File: src/logic/ebi_pkg.sv
// shared constants and types for the external bus unit
package ebi_pkg;

  // size acknowledge pin pair as seen on the pins (active low), upper line first
  localparam logic [1:0] ACK_WAIT = 2'h3;
  localparam logic [1:0] ACK_PORT8 = 2'h2;
  localparam logic [1:0] ACK_PORT16 = 2'h1;
  localparam logic [1:0] ACK_RSVD = 2'h0;

  // operand sizes as byte counts
  localparam logic [2:0] OPSZ_BYTE = 3'h1;
  localparam logic [2:0] OPSZ_WORD = 3'h2;
  localparam logic [2:0] OPSZ_THREE = 3'h3;
  localparam logic [2:0] OPSZ_LONG = 3'h4;

  // remaining size codes on the pins
  localparam logic [1:0] RSZ_BYTE = 2'h1;
  localparam logic [1:0] RSZ_WORD = 2'h2;
  localparam logic [1:0] RSZ_THREE = 2'h3;
  localparam logic [1:0] RSZ_LONG = 2'h0;

  // cpu space code, used by interrupt acknowledge cycles
  localparam logic [2:0] SPACE_CPU = 3'h7;

  // cycle lengths in system clocks
  localparam logic [7:0] INT_ACCESS_CYC = 8'h02;
  localparam logic [7:0] EXT_MIN_CYC = 8'h03;
  localparam logic [7:0] FAST_CYC = 8'h02;
  localparam logic [7:0] MON_CYC_DEFAULT = 8'h40;

  // synchroniser lane layout: data, halt, fault, autovector, ack pair
  localparam int SYNC_W = 21;
  localparam int SY_ACK_LO = 0;
  localparam int SY_AUTO_VECTOR_IN = 2;
  localparam int SY_FAULT = 3;
  localparam int SY_HALT = 4;
  localparam int SY_DATA_LO = 5;

  typedef enum logic [1:0] {
    ST_IDLE = 2'b00,
    ST_INT = 2'b01,
    ST_BUS = 2'b10,
    ST_HOLD = 2'b11
  } ebi_state_e;

endpackage

File: src/logic/byte_lane_mux.sv
// data multiplexer: byte lane routing by remaining size, byte offset and port width
`timescale 1ns/1ps
module byte_lane_mux
  import ebi_pkg::*;
(
  // operand side
  input wire logic [15:0] op_top,
  input wire logic [2:0] left,
  input wire logic byte_offset_bit,
  input wire logic port8,
  // bus side
  input wire logic [15:0] data_in,
  output logic [15:0] wdata,
  output logic [15:0] rbytes,
  output logic [1:0] moved
);

  wire logic [7:0] b0 = op_top[15:8];
  wire logic [7:0] b1 = op_top[7:0];
  // two bytes only on an even address, a 16-bit port and at least a word left
  wire logic two = !port8 && !byte_offset_bit && (left >= OPSZ_WORD); // see RL15 RL12
  wire logic single_lane = (left == OPSZ_BYTE) || byte_offset_bit;

  assign moved = two ? 2'h2 : 2'h1; // see RL17
  // a lone byte goes out on both halves so either port width sees it
  assign wdata = single_lane ? {b0, b0} : {b0, b1}; // see RL19 RL24
  // an 8-bit port lives on the upper lines only
  assign rbytes = two ? data_in :
                  (port8 || !byte_offset_bit) ? {8'h00, data_in[15:8]} :
                  {8'h00, data_in[7:0]}; // see RL14 RL19

endmodule

File: src/logic/external_bus_unit.sv
// external bus unit: cycle termination and dynamic bus sizing
//
// Functional notes
// RL1 - ack pair: both high waits, high/low 8-bit port, low/high 16-bit, both low reserved
// RL2 - on a read, a recognised ack ends the cycle and captures the data bus
// RL3 - on a write, the responder acks only after storing the data
// RL4 - bus fault aborts an unterminated cycle; may accompany an ack
// RL5 - internal monitor faults own transfers only; external masters make their own
// RL6 - halt gives single cycle operation; halt with fault retries the cycle
// RL7 - halt stalls external cycles only; internal accesses continue (a halt held in ST_HOLD blocks internal requests too)
// RL8 - halted: data floats, strobes off, address, space, size, direction held
// RL9 - no interrupt is taken while halted
// RL10 - autovector ends interrupt acknowledge cycles only; ignored elsewhere
// RL11 - autovector disabled while an external master owns the bus
// RL12 - long from 16-bit port: two word cycles; from 8-bit port: four
// RL13 - responders ack with their own port width regardless of request size
// RL14 - 16-bit port on lines 15..0, 8-bit port on lines 15..8
// RL15 - each cycle attempts the largest transfer, assuming a 16-bit port
// RL16 - bytes move most significant first, least significant last
// RL17 - size outputs give bytes remaining; moved bytes depend on ack width
// RL18 - upper address gives word base, low bit byte offset; no misaligned issue
// RL19 - odd byte on 16-bit port reads low lines; writes drive both halves
// RL20 - long to 8-bit port starts 00, then three-byte code after a byte ack
// RL21 - internal access two clocks, external at least three, fast termination two
// RL22 - strobes from flip-flops; ack and data synchronised before use (fast cycles take cs_ack_pair and data_in unsynchronised)
// RL23 - size codes: 01 byte, 10 word, 11 three bytes, 00 long
// RL24 - every write cycle drives all sixteen data lines
// RL25 - ack, fault, halt and autovector pass two flip-flops first (fast cycles take cs_ack_pair unsynchronised)
`timescale 1ns/1ps
module external_bus_unit
  import ebi_pkg::*;
#(
  parameter logic [7:0] MON_CYC = MON_CYC_DEFAULT
) (
  // clock and reset
  input wire logic clk,
  input wire logic reset_n,
  // core request
  input wire logic req_valid,
  output logic req_ready,
  input wire logic req_write,
  input wire logic [2:0] req_size,
  input wire logic [23:0] req_addr,
  input wire logic [2:0] req_space,
  input wire logic [31:0] req_wdata,
  input wire logic req_internal,
  input wire logic req_fast,
  input wire logic req_iack,
  // internal module and chip-select side
  input wire logic [31:0] int_rdata,
  input wire logic [1:0] cs_ack_pair,
  // core answer
  output logic done,
  output logic [31:0] rdata,
  output logic fault,
  output logic autovec,
  // interrupts and arbitration
  input wire logic irq_req,
  output logic irq_take,
  input wire logic ext_master,
  // bus pins
  output logic [23:0] addr_out,
  output logic [2:0] space_code,
  output logic [1:0] remaining_size,
  output logic read_not_write,
  output logic addr_strobe_n,
  output logic data_strobe_n,
  output logic bus_drive_en,
  output logic [15:0] data_out,
  output logic data_oe,
  input wire logic [15:0] data_in,
  input wire logic [1:0] size_ack_pair,
  input wire logic bus_fault_in_n,
  input wire logic halt_in_n,
  input wire logic auto_vector_in_n
);

  ////////////////////////////////////////////////////////////////////////////
  // pin synchronisers

  logic [SYNC_W-1:0] sy_q;
  wire logic [SYNC_W-1:0] sy_d = {data_in, halt_in_n, bus_fault_in_n, auto_vector_in_n, size_ack_pair};
  // idle control pins are high; the data lanes start at zero
  localparam logic [SYNC_W-1:0] SY_INIT = 21'h00001f;

  // see RL25 RL22
  sync_two_flop #(.W(SYNC_W), .INIT(SY_INIT)) u_sync (
    .clk(clk),
    .reset_n(reset_n),
    .d(sy_d),
    .q(sy_q)
  );

  wire logic [1:0] ack_s = sy_q[SY_ACK_LO +: 2];
  wire logic auto_vector_in_s = !sy_q[SY_AUTO_VECTOR_IN];
  wire logic fault_s = !sy_q[SY_FAULT];
  wire logic halt_s = !sy_q[SY_HALT];
  wire logic [15:0] data_s = sy_q[SY_DATA_LO +: 16];

  ////////////////////////////////////////////////////////////////////////////
  // state

  ebi_state_e state_r, state_nxt;
  logic [7:0] cnt_r, cnt_nxt;
  logic [23:0] addr_r, addr_nxt;
  logic [2:0] space_r, space_nxt;
  logic [2:0] left_r, left_nxt;
  logic [31:0] op_r, op_nxt;
  logic [31:0] rd_r, rd_nxt;
  logic write_r, write_nxt;
  logic fast_r, fast_nxt;
  logic iack_r, iack_nxt;
  logic done_r, done_nxt;
  logic fault_r, fault_nxt;
  logic auto_vector_in_r, auto_vector_in_nxt;
  logic as_n_r, ds_n_r, oe_r, irq_r;
  logic [15:0] wd_r;

  ////////////////////////////////////////////////////////////////////////////
  // decode

  logic [15:0] mux_wdata, mux_rbytes;
  logic [1:0] mux_moved;

  wire logic [1:0] ack_eff = fast_r ? cs_ack_pair : ack_s;
  wire logic ack_port8 = (ack_eff == ACK_PORT8); // see RL1 RL13
  wire logic ack_done = ack_port8 || (ack_eff == ACK_PORT16); // see RL1
  wire logic [7:0] min_cyc = fast_r ? FAST_CYC : EXT_MIN_CYC; // see RL21
  wire logic term_ok = (cnt_r >= min_cyc - 8'h01);
  // the monitor only knows our own cycles; it counts every ST_BUS clock, even while ext_master holds the bus
  wire logic mon_to = (cnt_r >= MON_CYC - 8'h01); // see RL5
  wire logic bus_err = fault_s || mon_to; // see RL4
  wire logic auto_vector_in_term = iack_r && (space_r == SPACE_CPU) && auto_vector_in_s && !ext_master; // see RL10 RL11
  wire logic end_cycle = (state_r == ST_BUS) && term_ok && (bus_err || ack_done || auto_vector_in_term);
  wire logic [2:0] left_after = left_r - {1'b0, mux_moved};

  byte_lane_mux u_mux (
    .op_top(op_r[31:16]),
    .left(left_r),
    .byte_offset_bit(addr_r[0]),
    .port8(ack_port8),
    .data_in(fast_r ? data_in : data_s),
    .wdata(mux_wdata),
    .rbytes(mux_rbytes),
    .moved(mux_moved)
  );

  // internal accesses may start while halted in idle, but not from ST_HOLD; external ones may not
  assign req_ready = (state_r == ST_IDLE) && (req_internal || (!halt_s && !ext_master)); // see RL7

  ////////////////////////////////////////////////////////////////////////////
  // next state

  always_comb begin
    state_nxt = state_r;
    cnt_nxt = cnt_r;
    addr_nxt = addr_r;
    space_nxt = space_r;
    left_nxt = left_r;
    op_nxt = op_r;
    rd_nxt = rd_r;
    write_nxt = write_r;
    fast_nxt = fast_r;
    iack_nxt = iack_r;
    done_nxt = 1'b0;
    fault_nxt = fault_r;
    auto_vector_in_nxt = auto_vector_in_r;
    case (state_r)
      ST_IDLE: begin
        if (req_valid && req_ready) begin
          // an internal access leaves the held pin values alone, even while halted
          if (!req_internal) begin // see RL7 RL8
            addr_nxt = req_addr; // see RL18
            space_nxt = req_space;
            left_nxt = req_size;
            write_nxt = req_write;
          end
          fast_nxt = req_fast;
          iack_nxt = req_iack;
          rd_nxt = 32'h00000000;
          fault_nxt = 1'b0;
          auto_vector_in_nxt = 1'b0;
          cnt_nxt = 8'h00;
          // first operand byte sits at the top of op_r
          case (req_size)
            OPSZ_BYTE: op_nxt = {req_wdata[7:0], 24'h000000};
            OPSZ_WORD: op_nxt = {req_wdata[15:0], 16'h0000};
            OPSZ_THREE: op_nxt = {req_wdata[23:0], 8'h00};
            default: op_nxt = req_wdata;
          endcase // see RL16
          state_nxt = req_internal ? ST_INT : ST_BUS;
        end
      end
      ST_INT: begin
        // accept cycle plus this one make the internal access
        cnt_nxt = cnt_r + 8'h01;
        if (cnt_r >= INT_ACCESS_CYC - 8'h02) begin // see RL21
          rd_nxt = int_rdata;
          done_nxt = 1'b1;
          state_nxt = ST_IDLE;
        end
      end
      ST_BUS: begin
        cnt_nxt = cnt_r + 8'h01;
        if (end_cycle) begin
          cnt_nxt = 8'h00;
          if (bus_err) begin
            // fault wins over a simultaneous ack; with halt the same cycle reruns
            if (halt_s) begin // see RL6
              state_nxt = ST_HOLD;
            end else begin
              fault_nxt = 1'b1;
              done_nxt = 1'b1;
              state_nxt = ST_IDLE;
            end
          end else if (auto_vector_in_term && !ack_done) begin
            auto_vector_in_nxt = 1'b1;
            left_nxt = 3'h0;
            done_nxt = 1'b1;
            state_nxt = halt_s ? ST_HOLD : ST_IDLE;
          end else begin
            // capture and advance by the bytes this port really moved
            if (mux_moved == 2'h2) begin // see RL2 RL12
              rd_nxt = {rd_r[15:0], mux_rbytes};
              op_nxt = {op_r[15:0], 16'h0000};
            end else begin
              rd_nxt = {rd_r[23:0], mux_rbytes[7:0]};
              op_nxt = {op_r[23:0], 8'h00};
            end
            addr_nxt = addr_r + {22'h000000, mux_moved};
            left_nxt = left_after; // see RL17 RL20
            done_nxt = (left_after == 3'h0);
            // strobes must rise between cycles of one operand, so a follow-up cycle passes through hold
            if (halt_s || (left_after != 3'h0)) begin // see RL6 RL12
              state_nxt = ST_HOLD;
            end else begin
              state_nxt = ST_IDLE;
            end
          end
        end
      end
      ST_HOLD: begin
        // address, space, size and direction stay put while halted
        if (!halt_s && !ext_master) begin // see RL8
          state_nxt = (left_r == 3'h0 || done_r || fault_r) ? ST_IDLE : ST_BUS;
          cnt_nxt = 8'h00;
        end
      end
      default: state_nxt = ST_IDLE;
    endcase
  end

  // strobes and data drive are registered so they leave the chip deskewed
  wire logic in_bus_nxt = (state_nxt == ST_BUS) && !ext_master;
  wire logic as_nxt = in_bus_nxt; // see RL22
  // read: data strobe with address strobe; write: one clock later
  wire logic ds_nxt = in_bus_nxt && (!write_nxt || (cnt_nxt >= 8'h01));
  wire logic oe_nxt = in_bus_nxt && write_nxt; // see RL24 RL8
  wire logic irq_nxt = irq_req && !halt_s && (state_r != ST_HOLD); // see RL9

  ////////////////////////////////////////////////////////////////////////////
  // registers

  always_ff @(posedge clk or negedge reset_n) begin
    if (!reset_n) begin
      state_r <= ST_IDLE;
      cnt_r <= 8'h00;
      left_r <= 3'h0;
      write_r <= 1'b0;
      fast_r <= 1'b0;
      iack_r <= 1'b0;
    end else begin
      state_r <= state_nxt;
      cnt_r <= cnt_nxt;
      left_r <= left_nxt;
      write_r <= write_nxt;
      fast_r <= fast_nxt;
      iack_r <= iack_nxt;
    end
  end

  always_ff @(posedge clk or negedge reset_n) begin
    if (!reset_n) begin
      addr_r <= 24'h000000;
      space_r <= 3'h0;
      op_r <= 32'h00000000;
      rd_r <= 32'h00000000;
    end else begin
      addr_r <= addr_nxt;
      space_r <= space_nxt;
      op_r <= op_nxt;
      rd_r <= rd_nxt;
    end
  end

  always_ff @(posedge clk or negedge reset_n) begin
    if (!reset_n) begin
      done_r <= 1'b0;
      fault_r <= 1'b0;
      auto_vector_in_r <= 1'b0;
      irq_r <= 1'b0;
    end else begin
      done_r <= done_nxt;
      fault_r <= fault_nxt;
      auto_vector_in_r <= auto_vector_in_nxt;
      irq_r <= irq_nxt;
    end
  end

  always_ff @(posedge clk or negedge reset_n) begin
    if (!reset_n) begin
      as_n_r <= 1'b1;
      ds_n_r <= 1'b1;
      oe_r <= 1'b0;
      wd_r <= 16'h0000;
    end else begin
      as_n_r <= !as_nxt;
      ds_n_r <= !ds_nxt;
      oe_r <= oe_nxt;
      wd_r <= mux_wdata;
    end
  end

  ////////////////////////////////////////////////////////////////////////////
  // outputs

  assign done = done_r;
  assign rdata = rd_r;
  assign fault = fault_r;
  assign autovec = auto_vector_in_r;
  assign irq_take = irq_r;
  assign addr_out = addr_r;
  assign space_code = space_r;
  assign remaining_size = left_r[1:0]; // see RL23
  assign read_not_write = !write_r;
  assign addr_strobe_n = as_n_r;
  assign data_strobe_n = ds_n_r;
  // a foreign master owns the pins; held values come back when it leaves
  assign bus_drive_en = !ext_master; // see RL8
  assign data_out = wd_r;
  assign data_oe = oe_r;

endmodule

File: src/logic/sync_two_flop.sv
// two flip-flop synchroniser for pin inputs
`timescale 1ns/1ps
module sync_two_flop #(
  parameter int W = 1,
  parameter logic [W-1:0] INIT = '0
) (
  // clock and reset
  input wire logic clk,
  input wire logic reset_n,
  // data
  input wire logic [W-1:0] d,
  output logic [W-1:0] q
);

  // first stage feeds only the second stage
  logic [W-1:0] meta_r;

  always_ff @(posedge clk or negedge reset_n) begin
    if (!reset_n) begin
      meta_r <= INIT;
      q <= INIT;
    end else begin
      meta_r <= d;
      q <= meta_r;
    end
  end

endmodule

File: config.mk
export PLATFORM = sky130hd
export DESIGN_NAME = external_bus_unit
export DESIGN_NICKNAME = d
export VERILOG_FILES = /design/src/logic/ebi_pkg.sv /design/src/logic/byte_lane_mux.sv /design/src/logic/external_bus_unit.sv /design/src/logic/sync_two_flop.sv
export SDC_FILE = /design/constraint.sdc
export NUM_CORES = 1
export LEC_CHECK = 0
export BUFFER_PORTS_ARGS = -buffer_cell sky130_fd_sc_hd__buf_2
export CORE_MARGIN = 4
export CORE_UTILIZATION = 45
export DETAILED_ROUTE_END_ITERATION = 10
export HOLD_SLACK_MARGIN = 0.1
export PLACE_DENSITY = 0.68
export SLEW_MARGIN = 40
export SYNTH_ARGS = -nofsm -noshare
export SYNTH_HDL_FRONTEND = slang
export SYNTH_SLANG_ARGS = --single-unit
File: constraint.sdc
create_clock -name clk -period 7.8 [get_ports clk]
set_input_delay 1.17 -clock clk [delete_from_list [all_inputs] [get_ports clk]]
set_output_delay 1.17 -clock clk [all_outputs]
set_load 0.01 [all_outputs]
==> results list <==
- Leakage dissipation: around 0.005 µW
- In this run the critical register-to-register path is launched from fast_r.
* Synth unique cells: 75
- Resized cells post-CTS: 0
- Arrival time reported for the critical path endpoint: about 5000 ps
- Headroom to the max-slew limit: 46.0%
- For this run, the register share of the synthesized area comes to 48.3%.
* Initial antenna violation count: 4
- The count of nets left with antenna violations once routing finished came out at 0.
- Element type at the critical path start: input pin
- In this run the worst hold path is classified as register to register.
* Die outline area: between 20000 and 25000 µm²
- The hold violation total from the final report was 0.
- The worst register-to-register path has a setup slack of about 3200 ps.
- Hold repair after CTS inserted 0 buffers.
- Maximum clock insertion buffer count: 2
- The first global-routing pass estimated between 40 and 50 mm of wire.
- Syn Inst Count: 940
- The run finished with clean final reports.
* Clock tree from TritonCTS: done
- After routing, the total negative slack on setup checks comes to 0 ps.
- Input and output buffers added on the ports amount to around 210.
- The synthesized design contains between 150 and 200 register bits.
- TritonRoute pass-1 iters: 5
- Combinational family with the most area after synthesis: compound AO/OA/AOI/OAI gates
- After global routing the overflow that remains totals 0.
- Num ports: between 200 and 250
- For the worst-skew pair, the clock arrives at the later sink with an insertion delay of ~430 ps.
- Detailed placement HPWL: 17.4 mm
* Clock Skews: 9.32 ps
- Termination of the worst setup path: addr_out[23]
- Number of vias per cell: 5.63
- Summing the areas of all fa, ha and maj instances in the mapped netlist gives approximately 1.8% of the synthesized area.
- Required time of the critical path: 8160 ps
* Critical path launch point: cs_ack_pair[1]
- Cell depth of the worst flop-to-flop path: 13
* Critical path endpoint category: register
* Overall power consumption: between 4000 and 5000 µW
- Multiplexer share of the synthesized area: about a tenth
* Compound-gate portion of the synthesized area: between 10% and 20%
* Sinks on Clock Net: approximately 170
- In this run the standard cell core region covers 19500 µm².
- Count of flip-flops with a built-in enable after synthesis: 0
* Routability Congestion: between 0.8 and 0.9
- Summing the areas of all xor and xnor instances in the mapped netlist gives 0.0979% of the synthesized area.
- In this run the core area contains 51 standard-cell rows.
- Maximum number of pins on one net before global-route repair: 102
* Inserted Diodes: 0
- The die is between 100 and 150 µm wide.
- Share of the cycle needed by the critical path after routing: around three fifths
- Net count of the mapped netlist: about 1100
* CP Max Fanout: 48
- The endpoint identified for the worst register-to-register timing path is addr_out[23].
- Clock-pin slew was measured on the worst setup and hold paths at 60 ps.
- After detailed routing, the number of remaining DRC violations is 0.
* Post-layout minimum cycle time: between 4000 and 5000 ps
- Hold_ws: about 350 ps
- Final setup violation count: 0
- The total count of max-transition violations in the final report is 0.
- Dividing total power by cell area gives a power density of between 400 and 500 nW/µm².
- Maximum achievable frequency: approximately 220 MHz
* Growth of design area from synthesis to finish: 20.4%
* Crit path kind: input pin to register
- Yosys warning count: 0
- Initial cell density of the core: 45.8%
- For the pin with the worst max-slew slack, the measured transition is ~810 ps.
- Basic-gate share of the synthesized area counting and, or, nand and nor cells: between 10% and 20%
* H-tree depth: 4
- Global routing consumed, over all layers together, around 23% of the routing resources.
* Buffer type at the clock tree root: clkbuf_16
- Number of global-route vias before repair: between 7000 and 8000
* Wire length per cell: 18.3 µm
- In the synthesized netlist the dominant register cell turns out to be dfrtp_1.
* Number of nets at the end of the flow: between 1000 and 1500
- In this run the cell area of the synthesized design comes to 8950 µm².
- Number of CTS-inserted buffers: 17
- In this run the vertical extent of the chip is ~150 µm.
- Setup repair after global routing left no endpoint under its margin.
- Wire length after detailed routing: 25.4 mm
- Max Cap Violations: 0
- Starting DRT DRC Count: 677
* Setup Fix Bufs, Post-CTS: 0
* Via count: ~7800
- After synthesis, the share of flip-flops with an asynchronous set or reset is between 90% and 100%.
* Share of post-route cells with drive strength above 1: between 20% and 30%
- Average cell area after synthesis: roughly 9.5 µm²
- IR Drop Worst-Case VDD: about 220 µV
==> how the worst min path moves through the flow <==
| stage | slack, ps | depth (start not counted) | end | start |
|---|---|---|---|---|
| final | 350 | 0 | u_sync.q[13] | u_sync.meta_r[13] |
| after CTS | 350 | 0 | u_sync.q[16] | u_sync.meta_r[16] |
| after global placement | 330 | 0 | u_sync.q[17] | u_sync.meta_r[17] |
| after global routing | 350 | 0 | u_sync.q[16] | u_sync.meta_r[16] |
| after detailed placement | 340 | 0 | u_sync.q[5] | u_sync.meta_r[5] |
| after floorplan | 330 | 0 | u_sync.q[10] | u_sync.meta_r[10] |
==> state kept, by name, indices dropped and copies added (netlist names) <==
name           flops
addr_strobe_n      1
u_sync.meta_r     21
done               1
state_r            2
u_sync.q          21
addr_out          24
left_r             3
write_r            1
op_r              32
iack_r             1
data_out          16
cnt_r              8
fast_r             1
rdata             32
autovec            1
data_strobe_n      1
fault              1
space_code         3
data_oe            1
irq_take           1
==> final cells by class <==
| cell class | instances | area, µm² |
|---|---|---|
| tap | 265 | 332 |
| inverter | 22 | 82.6 |
| clock buffer | 18 | 439 |
| clock inverter | 14 | 135 |
| fill | 1769 | 8750 |
| multi-input combinational | 676 | 4280 |
| sequential | 172 | 4320 |
| timing repair buffer | 225 | 1190 |
==> routing by layer <==
layer,share of wire (%),global-route usage [%],vias up
met5,0.17,0,-
met4,1.6,6.04,8
met3,8.1,6.02,37
met2,46,35.3,326
met1,44,32.6,3711
li1,-,-,3756
==> cell usage after synthesis (all sizes together) (10+ instances only) <==
cell | number | area (µm²)
ha | 11 | 138
mux2 | 33 | 372
a221oi | 10 | 93.8
nand2 | 177 | 667
inv | 21 | 78.8
nand3 | 31 | 155
clkbuf | 46 | 173
a22oi | 39 | 293
nor2 | 43 | 161
mux2i | 30 | 300
dfstp | 12 | 315
a31oi | 10 | 62.6
a21o | 12 | 90.1
o21ai | 104 | 524
a21oi | 28 | 140
nor3 | 19 | 95.1
a32oi | 10 | 87.6
buf | 24 | 120
dfrtp | 160 | 4000
==> power by group <==
part	switching, µW	internal (µW)	total [µW]
Clock	379	456	834
Sequential	279	1210	1490
Combinational	1240	792	2040
Total	1900	2450	4360
==> critical path, stage by stage <==
cell     delay (ps)
buf_2           100
mux2_2          260
ha_1            210
or3_4           610
inv_2           630
ha_1            290
a21o_1          100
and4_1          330
nand2_1         140
nor4_1          490
nand3_1         150
or4_1           410
nand3_1          90
==> per-stage QoR <==
stage / setup WS, ps / area [µm²] / std cells / util, %
2_1_floorplan: 3420 / 8950 / 940 / -
3_3_place_gp: 2510 / 10200 / 1359 / 52.0
3_5_place_dp: 2740 / 10200 / 1359 / 52.1
4_1_cts: 3160 / 10700 / 1391 / 55.0
5_1_grt: 2920 / 10800 / 1392 / 55.2
6_report: 3160 / 10800 / 1392 / 55.2
==> layout by cell type (no fill, tap or decap), drive strengths merged, types with 5 or more instances in the layout <==
| cell type | netlist | final |
|---|---|---|
| buf | 24 | 225 |
| nand2 | 177 | 177 |
| dfrtp | 160 | 160 |
| o21ai | 104 | 104 |
| nor2 | 43 | 43 |
| a22oi | 39 | 39 |
| mux2 | 33 | 33 |
| nand3 | 31 | 31 |
| mux2i | 30 | 30 |
| a21oi | 28 | 28 |
| inv | 21 | 26 |
| nor3 | 19 | 19 |
| clkbuf | 46 | 18 |
| a21o | 12 | 12 |
| dfstp | 12 | 12 |
| ha | 11 | 11 |
| a31oi | 10 | 10 |
| a32oi | 10 | 10 |
| a221oi | 10 | 10 |
| a311oi | 9 | 9 |
| and3 | 9 | 9 |
| clkinv | 1 | 9 |
| mux4 | 8 | 8 |
| or3 | 8 | 8 |
| nand4 | 7 | 7 |
| nor4 | 6 | 6 |
| and2 | 5 | 5 |
| or2 | 5 | 5 |
==> cells by family after synthesis <==
kind of cell             Yosys count
AND/OR/NAND/NOR                  332
XOR/XNOR                           1
flip-flops                       172
multiplexers                      71
adder cells (fa/ha/maj)           12
buffers and inverters             92
AO/OA/AOI/OAI                    260
Power figures use the tool's default switching activity.
